## src/rtl/homing_pkg.sv

```systemverilog
/*
  homing_pkg: constants, enums and carrier structs for the homing sequencer.
  assumes a 100 MHz mclk; long counts are overridable at the top module.
*/
package homing_pkg;

  // ****************************************
  // clock and timing
  // ****************************************
  localparam int CLK_FREQ_KHZ     = 100000;                         // mclk rate in kHz
  localparam int DOG_MIN_TIME_MS  = 10;                             // least dog on time, ms
  localparam int DOG_MIN_CYC_DEF  = DOG_MIN_TIME_MS * CLK_FREQ_KHZ; // least dog on time, cycles
  localparam int FILT_STEP_US     = 1000;                           // filter step, us
  localparam int FILT_STEP_CYC_DEF = FILT_STEP_US * CLK_FREQ_KHZ / 1000; // filter step, cycles

  // ****************************************
  // widths and field positions
  // ****************************************
  localparam int POS_W        = 32;  // position and distance width
  localparam int SPD_W        = 16;  // speed width
  localparam int ACC_W        = 16;  // time constant width
  localparam int FILT_W       = 24;  // filter counter width
  localparam int PTSEL_W      = 8;   // point-table selection inputs
  localparam int SPSEL_W      = 4;   // speed selection inputs
  localparam int DIGIT_LSB    = 0;   // lowest digit of the method code
  localparam int DIGIT_W      = 4;   // one digit

  // ****************************************
  // method codes (lowest digit)
  // ****************************************
  localparam logic [3:0] METHOD_DOG   = 4'h0;  // dog referenced
  localparam logic [3:0] METHOD_COUNT = 4'h1;  // count after dog front end
  localparam logic [3:0] METHOD_DATA  = 4'h2;  // current position as home

  // ****************************************
  // types
  // ****************************************
  typedef enum logic [2:0] {
    ST_IDLE,     // waiting for a start request
    ST_FAST,     // homing speed, dog not yet accepted
    ST_REAR,     // creep, waiting for dog rear end
    ST_TRAVEL,   // creep, post-dog travel
    ST_SEEK_Z,   // creep, waiting for z-phase
    ST_SHIFT,    // creep, shift distance
    ST_DONE      // one cycle, load home position
  } home_state_e;

  // configuration captured at start
  typedef struct packed {
    logic [15:0]      method;      // method parameter, digits
    logic             direction;   // search direction
    logic             dog_pol;     // 1: dog on means detected
    logic [SPD_W-1:0] home_speed;  // speed until dog
    logic [SPD_W-1:0] creep_speed; // speed after dog
    logic [POS_W-1:0] shift;       // home shift distance
    logic [POS_W-1:0] home_data;   // position loaded at completion
    logic [POS_W-1:0] post_dog;    // travel after dog front end
    logic [ACC_W-1:0] accel;       // point table 1 acceleration
    logic [ACC_W-1:0] decel;       // point table 1 deceleration
  } homing_cfg_s;

  // motion command to the drive
  typedef struct packed {
    logic             active;  // motion requested
    logic             dir;     // direction
    logic [SPD_W-1:0] speed;   // commanded speed
    logic [ACC_W-1:0] accel;   // acceleration constant
    logic [ACC_W-1:0] decel;   // deceleration constant
  } motion_cmd_s;

endpackage

```

## src/rtl/input_filter.sv

```systemverilog
/*
  input_filter: per-bit delay filter for external inputs.
  assumes inputs synchronous to mclk; an output follows its input once the
  input has differed from it for limit+1 consecutive cycles.
*/
`timescale 1ns/10ps
module input_filter
  import homing_pkg::*;
#(
  parameter int W = 1
)(
  input  wire logic              mclk,
  input  wire logic              resetn,
  input  wire logic [W-1:0]      din,
  input  wire logic [FILT_W-1:0] limit,
  output logic      [W-1:0]      dout
);

  // ****************************************
  // per-bit filter
  // ****************************************
  genvar gi;
  generate
    for (gi = 0; gi < W; gi++)
    begin : g_bit
      logic [FILT_W-1:0] cnt_reg;  // cycles spent differing
      logic              out_reg;  // filtered level of this bit

      // output changes only after the input has held its new level
      always_ff @(posedge mclk)
      begin
        if (!resetn)
        begin
          cnt_reg <= '0;
          out_reg <= 1'b0;
        end
        else if (din[gi] == out_reg)
          cnt_reg <= '0;
        else if (cnt_reg >= limit)
        begin
          cnt_reg <= '0;
          out_reg <= din[gi];
        end
        else
          cnt_reg <= cnt_reg + 1'b1;
      end

      // one flip-flop per bit keeps the output word to a single driver per bit
      assign dout[gi] = out_reg;

    end
  endgenerate
endmodule

```

## src/rtl/servo_homing_sequencer.sv

```systemverilog
/*
  servo_homing_sequencer: home return sequencer, dog, count and data methods.
  assumes synchronous inputs; travel_pulse marks one unit of motion and
  z_phase one encoder index pulse, both single-cycle and unfiltered.
*/
// Notes on behaviour
// manual mode: selector on, table inputs off
// bcd use: speed selection inputs off
// digit 1 count method, 2 data method
// digit 0 runs dog method
// dog method: z after rear end, shift
// count: post-dog travel, then next z
// count: dog accepted after 10 ms on
// homing speed until dog, then creep
// count: home is shift past z
// point table 1 time constants always
// completion loads home position data
// inputs delayed by selected filter time
// controller changes selection ahead of delays
// data method: current position becomes home
// dog detection follows polarity setting
// search starts in configured direction
// start ignored outside manual mode
`timescale 1ns/10ps
module servo_homing_sequencer
  import homing_pkg::*;
#(
  parameter int DOG_MIN_CYC   = DOG_MIN_CYC_DEF,  // least dog on time, cycles
  parameter int FILT_STEP_CYC = FILT_STEP_CYC_DEF // filter step, cycles
)(
  input  wire logic               mclk,
  input  wire logic               resetn,
  input  wire logic               auto_manual_select,
  input  wire logic [PTSEL_W-1:0] point_table_select,
  input  wire logic [SPSEL_W-1:0] speed_select_inputs,
  input  wire logic               bcd_input_mode,
  input  wire logic               homing_start,
  input  wire logic               dog_in,
  input  wire logic               z_phase,
  input  wire logic               travel_pulse,
  input  wire logic [15:0]        homing_method_param,
  input  wire logic               homing_direction_param,
  input  wire logic [SPD_W-1:0]   homing_speed_param,
  input  wire logic [SPD_W-1:0]   creep_speed_param,
  input  wire logic [POS_W-1:0]   home_shift_distance_param,
  input  wire logic [POS_W-1:0]   home_position_data_param,
  input  wire logic [POS_W-1:0]   post_dog_travel_param,
  input  wire logic               dog_polarity_param,
  input  wire logic [1:0]         input_filter_time_param,
  input  wire logic [ACC_W-1:0]   pt1_accel_const,
  input  wire logic [ACC_W-1:0]   pt1_decel_const,
  output motion_cmd_s             motion_cmd_reg,
  output logic                    pos_load_reg,
  output logic      [POS_W-1:0]   pos_load_value_reg,
  output logic                    homing_busy_reg,
  output logic                    homing_done_reg
);

  // ****************************************
  // declarations
  // ****************************************
  localparam int NFILT = 3 + PTSEL_W + SPSEL_W;  // filtered input count

  logic [FILT_W-1:0] filt_limit_reg;  // filter length from setting
  logic [NFILT-1:0]  filt_out;        // filtered inputs
  logic              md_f;            // filtered mode selector
  logic              start_f;         // filtered start
  logic              dog_f;           // filtered dog
  logic [PTSEL_W-1:0] pt_f;           // filtered table selection
  logic [SPSEL_W-1:0] sp_f;           // filtered speed selection
  logic              start_prev_reg;  // start edge detection
  logic              start_req;       // start rising edge
  logic              manual_mode;     // manual home return selected
  logic              dog_act;         // dog detected per polarity
  homing_cfg_s       cfg_reg;         // configuration taken at start
  home_state_e       state_reg;       // sequencer state
  home_state_e       state_next;      // next state
  logic [31:0]       dog_cnt_reg;     // dog on time, cycles
  logic [POS_W-1:0]  dist_cnt_reg;    // distance moved in this phase
  logic [3:0]        method_digit;    // lowest method digit

  // ****************************************
  // input filtering
  // ****************************************

  // filter length follows the filter-setting input
  always_ff @(posedge mclk)
  begin
    if (!resetn)
      filt_limit_reg <= '0;
    else
      filt_limit_reg <= FILT_W'(FILT_STEP_CYC * int'(input_filter_time_param));
  end

  input_filter #(
    .W      (NFILT)
  ) u_filter (
    .mclk   (mclk),
    .resetn (resetn),
    .din    ({auto_manual_select, homing_start, dog_in, point_table_select, speed_select_inputs}),
    .limit  (filt_limit_reg),
    .dout   (filt_out)
  );

  assign {md_f, start_f, dog_f, pt_f, sp_f} = filt_out;

  // start edge on the filtered input
  always_ff @(posedge mclk)
  begin
    if (!resetn)
      start_prev_reg <= 1'b0;
    else
      start_prev_reg <= start_f;
  end

  assign start_req = start_f & ~start_prev_reg;

  // manual mode: selector on and the active selection group all off
  assign manual_mode = md_f && (bcd_input_mode ? (sp_f == '0) : (pt_f == '0));
  assign dog_act     = (dog_f == cfg_reg.dog_pol);
  assign method_digit = cfg_reg.method[DIGIT_LSB +: DIGIT_W];

  // ****************************************
  // configuration capture
  // ****************************************

  // parameters are frozen for the whole run
  always_ff @(posedge mclk)
  begin
    if (!resetn)
      cfg_reg <= '0;
    else if (state_reg == ST_IDLE && start_req && manual_mode)
    begin
      cfg_reg.method      <= homing_method_param;
      cfg_reg.direction   <= homing_direction_param;
      cfg_reg.dog_pol     <= dog_polarity_param;
      cfg_reg.home_speed  <= homing_speed_param;
      cfg_reg.creep_speed <= creep_speed_param;
      cfg_reg.shift       <= home_shift_distance_param;
      cfg_reg.home_data   <= home_position_data_param;
      cfg_reg.post_dog    <= post_dog_travel_param;
      cfg_reg.accel       <= pt1_accel_const;
      cfg_reg.decel       <= pt1_decel_const;
    end
  end

  // ****************************************
  // state machine
  // ****************************************

  // next state from the current phase and its event
  always_comb
  begin
    state_next = state_reg;
    case (state_reg)
      ST_IDLE:
      begin
        if (start_req && manual_mode)
        begin
          if (homing_method_param[DIGIT_LSB +: DIGIT_W] == METHOD_DATA)
            state_next = ST_DONE;
          else if (homing_method_param[DIGIT_LSB +: DIGIT_W] == METHOD_COUNT ||
                   homing_method_param[DIGIT_LSB +: DIGIT_W] == METHOD_DOG)
            state_next = ST_FAST;
        end
      end
      ST_FAST:
      begin
        if (method_digit == METHOD_COUNT)
        begin
          if (dog_act && dog_cnt_reg >= 32'(DOG_MIN_CYC - 1))
            state_next = ST_TRAVEL;
        end
        else if (dog_act)
          state_next = ST_REAR;
      end
      ST_REAR:
      begin
        if (!dog_act)
          state_next = ST_SEEK_Z;
      end
      ST_TRAVEL:
      begin
        if (dist_cnt_reg >= cfg_reg.post_dog)
          state_next = ST_SEEK_Z;
      end
      ST_SEEK_Z:
      begin
        if (z_phase)
          state_next = ST_SHIFT;
      end
      ST_SHIFT:
      begin
        if (dist_cnt_reg >= cfg_reg.shift)
          state_next = ST_DONE;
      end
      ST_DONE:
        state_next = ST_IDLE;
      default:
        state_next = ST_IDLE;
    endcase
  end

  // state register
  always_ff @(posedge mclk)
  begin
    if (!resetn)
      state_reg <= ST_IDLE;
    else
      state_reg <= state_next;
  end

  // dog on time, counted only while searching
  always_ff @(posedge mclk)
  begin
    if (!resetn)
      dog_cnt_reg <= '0;
    else if (state_reg == ST_FAST && dog_act)
      dog_cnt_reg <= dog_cnt_reg + 1'b1;
    else
      dog_cnt_reg <= '0;
  end

  // distance counter, restarted at every phase change
  always_ff @(posedge mclk)
  begin
    if (!resetn)
      dist_cnt_reg <= '0;
    else if (state_next != state_reg)
      dist_cnt_reg <= '0;
    else if (travel_pulse)
      dist_cnt_reg <= dist_cnt_reg + 1'b1;
  end

  // ****************************************
  // outputs
  // ****************************************

  // motion command follows the next state
  always_ff @(posedge mclk)
  begin
    if (!resetn)
      motion_cmd_reg <= '0;
    else
    begin
      motion_cmd_reg.active <= (state_next != ST_IDLE && state_next != ST_DONE);
      motion_cmd_reg.dir    <= (state_reg == ST_IDLE) ? homing_direction_param : cfg_reg.direction;
      motion_cmd_reg.accel  <= (state_reg == ST_IDLE) ? pt1_accel_const : cfg_reg.accel;
      motion_cmd_reg.decel  <= (state_reg == ST_IDLE) ? pt1_decel_const : cfg_reg.decel;
      if (state_next == ST_FAST)
        motion_cmd_reg.speed <= (state_reg == ST_IDLE) ? homing_speed_param : cfg_reg.home_speed;
      else if (state_next == ST_IDLE || state_next == ST_DONE)
        motion_cmd_reg.speed <= '0;
      else
        motion_cmd_reg.speed <= cfg_reg.creep_speed;
    end
  end

  // completion: one-cycle load of the home position value
  always_ff @(posedge mclk)
  begin
    if (!resetn)
    begin
      pos_load_reg       <= 1'b0;
      pos_load_value_reg <= '0;
    end
    else
    begin
      pos_load_reg <= (state_next == ST_DONE);
      if (state_next == ST_DONE)
        pos_load_value_reg <= (state_reg == ST_IDLE) ? home_position_data_param : cfg_reg.home_data;
    end
  end

  // busy while running; done held until the next accepted dog or count start
  always_ff @(posedge mclk)
  begin
    if (!resetn)
    begin
      homing_busy_reg <= 1'b0;
      homing_done_reg <= 1'b0;
    end
    else
    begin
      homing_busy_reg <= (state_next != ST_IDLE && state_next != ST_DONE);
      if (state_next == ST_DONE)
        homing_done_reg <= 1'b1;
      else if (state_reg == ST_IDLE && state_next != ST_IDLE)
        homing_done_reg <= 1'b0;
    end
  end
endmodule

```

## config.mk

```make
export PLATFORM = sky130hd
export DESIGN_NAME = servo_homing_sequencer
export DESIGN_NICKNAME = d
export VERILOG_FILES = /design/src/rtl/homing_pkg.sv /design/src/rtl/input_filter.sv /design/src/rtl/servo_homing_sequencer.sv
export SDC_FILE = /design/constraint.sdc
export NUM_CORES = 2
export LEC_CHECK = 0
export BUFFER_PORTS_ARGS = -buffer_cell sky130_fd_sc_hd__buf_2
export CORE_MARGIN = 2
export CORE_UTILIZATION = 29
export CTS_CLUSTER_DIAMETER = 60
export DETAILED_ROUTE_END_ITERATION = 6
export PLACE_DENSITY = 0.52
export SLEW_MARGIN = 20
export SYNTH_ARGS = -nofsm -noshare
export SYNTH_HDL_FRONTEND = slang
export SYNTH_HIERARCHICAL = 1
export SYNTH_SLANG_ARGS = --single-unit
```

## constraint.sdc

```tcl
create_clock -name mclk -period 5.66 [get_ports mclk]
set_input_delay 1.415 -clock mclk [delete_from_list [all_inputs] [get_ports mclk]]
set_output_delay 1.415 -clock mclk [all_outputs]
set_load 0.01 [all_outputs]
```

Word-level counts from Yosys, hierarchy flattened
Cells that the tools add are included.
W data, S select, Z words.
Word-level totals
  latch bits: 0
  bits in read-only memories: 0
  bits in writable memories: 0
  output and inout bits: 85
  logic and storage cells: 206
  memories kept: 0
  register bits after elaboration: 717
Operators by class
  reductions and logical operators: 49
  multiplexer cells: 21
  bitwise logic cells: 18
  div/mod/pow operators: 0
  eq/ne operators: 28
  multipliers: 1
  shift-type cells: 0
  add/sub/neg operators: 17
  $lt $le $gt $ge: 18
Operator list (number)
  $add A24 B1 Y24 const B: 15
  $ge A24 B24 Y1: 15
  $mux W16: 5
  $add A32 B1 Y32 const B: 2
  $ge A32 B32 Y1: 2
  $reduce_or A3 Y1: 15
  $ge A32 B20 Y1 const B: 1
  $mux W32: 1
  $reduce_and A2 Y1: 16
  $mux W3: 10
  $pmux W3 S6: 1
  $not A1 Y1: 17
  $eq A1 B1 Y1: 16
  $mul A12 B2 Y14 const A: 1
  $eq A3 B3 Y1 const B: 3
  $eq A4 B1 Y1 const B: 2
  $logic_and A1 B1 Y1: 8
  $logic_not A4 Y1: 2
  $logic_not A8 Y1: 1
  $eq A3 B1 Y1 const B: 2
  $eq A3 B2 Y1 const B: 2
  $logic_not A3 Y1: 2
  $eq A4 B2 Y1 const B: 1
  $mux W1: 4
  other kinds (7): 8

Logic depth before layout (Yosys ltp)
  word-level depth: 10
  gate-level depth with buffers: 11
  depth with buffers taken out: 9

Modules after synthesis
The synthesis kept the hierarchy.
By module, submodules not included
  input_filter: cells an instance 2726, seq. area each 7507.2 µm², area an instance 23159.7 µm², instances 1
  servo_homing_sequencer: cells an instance 1750, seq. area each 6466.2 µm², area an instance 14096.0 µm², instances 1

Worst setup path after synthesis
No wires, ideal clock.
  path type: in2reg
  start point: input port travel_pulse
  end point: register dist_cnt_reg[31]
  stages: 7
  arrival time: 3.194 ns
  library setup time: 0.086 ns
  data required time: 5.574 ns
  path slack: 2.380 ns
  cells stage by stage: clkbuf_1 > nand4_1 > or4_1 > or2_1 > nor3_2 > xnor2_1 > a211oi_1
RTL lines
  start: declaration: RTL line servo_homing_sequencer.sv:40  | input wire logic travel_pulse,
  end signal: assignment: RTL line servo_homing_sequencer.sv:232  | dist_cnt_reg <= dist_cnt_reg + 1'b1;
  end: declaration: RTL line servo_homing_sequencer.sv:79  | logic [POS_W-1:0] dist_cnt_reg;

Worst setup path in the final report
  start point: register filt_limit_reg[15]
  end point: register u_filter.g_bit[10].cnt_reg[5]
On the way
  longest elaborated chain between the ends: 2
RTL lines
  start: declaration: RTL line servo_homing_sequencer.sv:64  | logic [FILT_W-1:0] filt_limit_reg;
  start signal: assignment: RTL line servo_homing_sequencer.sv:92  | filt_limit_reg <= FILT_W'(FILT_STEP_CYC * int'(input_filter_time_param));
  $ge A24 B24 Y1: RTL line input_filter.sv:39  | else if (cnt_reg >= limit)
  $reduce_or A3 Y1 (no source line)
  end signal: assignment: RTL line input_filter.sv:45  | cnt_reg <= cnt_reg + 1'b1;
  end: declaration: RTL line input_filter.sv:26  | logic [FILT_W-1:0] cnt_reg;
Every way passes these cells.
A chain may end at the register's enable or synchronous reset.

==> flow_metrics.tcl <==
set metrics [dict create \
    outcome "finished clean" \
    drive_gt1_share_pct 10.62 \
    holdBufCountCts 0 \
    grt_pass1_wl_mm 162.4 \
    final_common_cell "nand2_1" \
    synth_top_area_cell "dfxtp_1" \
    critical_path_depth 9 \
    via_per_inst 4.776 \
    r2r.worst_path.cells 9 \
    rows 131 \
    largest_reg_flops 360 \
    clock_sinks 698 \
    fin_worst_skew_ns 0.04224 \
    p_per_area_nw_per_um2 268.6 \
    setup_viol 0 \
    gp_congestion 0.7873 \
    ys_warn_count 6 \
    crit_path_end_kind "flip-flop" \
    hold_class "flip-flop to flip-flop" \
    criticalPathCategory "flip-flop to flip-flop" \
    drv_cap 0 \
    area_growth_pct 17.20 \
    cts_buffers 95 \
    grt_usage_pct 15.64 \
    ios 285 \
    setup_tns_ns 0 \
    ys_ff_latch 698 \
    start_kind "flip-flop" \
    netlist.area_leader.share_pct 37.51 \
    core_region_area_um2 127500 \
    final_cell_mix "nand2_1, dfxtp_1, nor2_1" \
    slew_headroom_pct 21.49 \
    cts_resized 0 \
    reg2reg_slack_ns 2.10 \
    r2r-end "u_filter/g_bit[10].cnt_reg[5]$_SDFF_PP0_" \
    synth_ff_type "dfxtp_1" \
    holdPathEnd "motion_cmd_reg[25]$_SDFF_PN0_" \
    cts-root-buf "clkbuf_16" \
    first_pass_iters 5 \
    critPathTopFamily "simple AND/OR/NAND/NOR gates" \
    die_area_um2 131400 \
    hold_path_depth 2 \
    drt_wl_total_mm 105.0 \
    grt_pass1_vias 28740 \
    clk_path_buf_depth 3 \
    cp_num_buf_inv 2 \
    synthAdderAreaFrac_pct 14.88 \
    hold_violations 0 \
    placed_cell_area_um2 40250 \
    synth_top_family_by_area "simple AND/OR/NAND/NOR gates" \
    synth_edf_count 0 \
    avgSynthCellArea_um2 8.323 \
    synthCells 4476 \
    nets 5381 \
    synth-compound-area-share_pct 10.89 \
    yosysUniqueCellTypes 66 \
    antenna_found_initial 27 \
    yosys-top-cells-area "dfxtp_1, ha_1, nand2_1, nor2_1, xor2_1" \
    crit_chain "inv_1, buf_4, ha_1, nand2_1, nor4_1, nand2_1, o211ai_1, or3b_1, nor2_1" \
    worst_pin_slew_ns 1.176 \
    min-delay-start "cfg_reg[25]$_SDFFE_PN0P_" \
    final_area_um2 43660 \
    async_reset_ff_share_pct 0 \
    peakVddDrop_v 0.0002135 \
    syn_area_um2 37260 \
    yosysSeqAreaShare_pct 37.51 \
    synthMuxAreaShare_pct 0.5373 \
    cts_htree_levels 3 \
    required_ns 6.20 \
    fin_crit_ns 3.557 \
    path_common_cell "nand2_1" \
    vias 30950 \
    fin_crit_sh_pct 62.85 \
    leakage_nw 17.13 \
    grt_max_degree 168 \
    synth-xor-area-share_pct 9.521 \
    port-buffer-count 272 \
    final_util_pct 34.24 \
    gr-total-overflow 0 \
    p_total_mw 11.73 \
    die_h_um 362.4 \
    die_w_um 362.4 \
    drtAntennaViolNets 0 \
    max_stage_delay_ns 0.85 \
    drc 0 \
    clk_pin_slew_worst_paths_ns 0.06 \
    start_util_pct 29.22 \
    critPathArrivalTime_ns 4.10 \
    dp_hpwl_mm 70.33 \
    slew_viol_final 0 \
    crit_fanout 24 \
    r2r_start "filt_limit_reg[15]$_SDFF_PN0_" \
    cts_setup_buffers 0 \
    insertion_delay_ns 0.72 \
    max_freq_mhz 281.1 \
    grt_setup_unrepaired "false" \
    synth-simple-area-share_pct 22.59 \
    cpMaxStageDelayCell "inv_1" \
    tritoncts "built" \
    drt_iter0_drc 1783 \
    wl_per_cell_um 16.20 \
]
==> layout make-up <==
type,instances,area [µm²]
antenna,9,22.52
clock buffer,125,2640
clock inverter,44,643.1
fill,13310,83860
inverter,176,668.1
multi-input combinational,3454,21900
sequential,698,13970
tap,1662,2079
timing repair buffer,313,1732
==> cells in the mapped netlist (all sizes together), types with 7 or more instances <==
cell      n
buf      58
nor4     30
nand2b   21
a311oi   34
mux2i    20
nand4   129
o211ai   20
o21ai   101
nand3   168
a2111o    7
nand2   745
inv     176
ha      443
xnor2   169
nor3     37
xor2    236
nor2    573
and3     73
o32ai    16
a21o     12
a211oi   36
nor2b    21
or3       9
or2       7
clkbuf  115
dfxtp   698
and2     16
and4     30
a31oi    12
a21oi   389
==> worst min-delay path: stages (launching register included) <==
cell,delay [ns]
dfxtp_1,0.30
nand2_1,0.05
a21oi_1,0.05
==> worst max path at each step <==
stage / from / to / slack (ns)
after floorplan: travel_pulse / dist_cnt_reg[31]$_SDFFE_PP0P_ / 2.38
after global placement: bcd_input_mode / pos_load_value_reg[12]$_SDFFE_PN0P_ / 1.52
after global routing: u_filter/g_bit[6].out_reg$_SDFFE_PN0P_ / pos_load_value_reg[27]$_SDFFE_PN0P_ / 1.81
final: filt_limit_reg[15]$_SDFF_PN0_ / u_filter/g_bit[10].cnt_reg[5]$_SDFF_PP0_ / 2.10
after detailed placement: bcd_input_mode / pos_load_value_reg[31]$_SDFFE_PN0P_ / 1.48
after CTS: filt_limit_reg[15]$_SDFF_PN0_ / u_filter/g_bit[4].cnt_reg[10]$_SDFF_PP0_ / 1.90
==> logic make-up after synthesis <==
logic type	count (synthesis)
AOI/OAI and AO/OA	676
xor gates and xnor gates	405
adders and majority gates	443
buffers and inverters	349
DFF	698
muxes	20
other	1
and+or+nand+nor	1884
==> routing by layer <==
metal / wire (µm) / vias up / track usage, %
li1: - / 15900 / -
met1: 48780 / 14360 / 20.39
met3: 4915 / 178 / 3.041
met4: 2916 / 26 / 5.703
met5: 165 / - / 0
met2: 48210 / 496 / 25.54
==> report_power, final <==
group          switching, mW  total (mW)  internal (mW)
Combinational          0.377       0.566          0.189
Sequential            0.0193        4.96           4.94
Clock                   2.50        6.20           3.71
==> per-stage QoR <==
step / instances / hold WS [ns] / setup slack (ns)
final: 6481 / 0.4287 / 2.103
after CTS: 6464 / 0.4271 / 1.901
after global routing: 6481 / 0.4462 / 1.807
after floorplan: 4501 / 0.4258 / 2.380
after global placement: 6295 / 0.4385 / 1.519
after detailed placement: 6295 / 0.4446 / 1.482
Note: power is estimated with default switching activity, not from simulation.
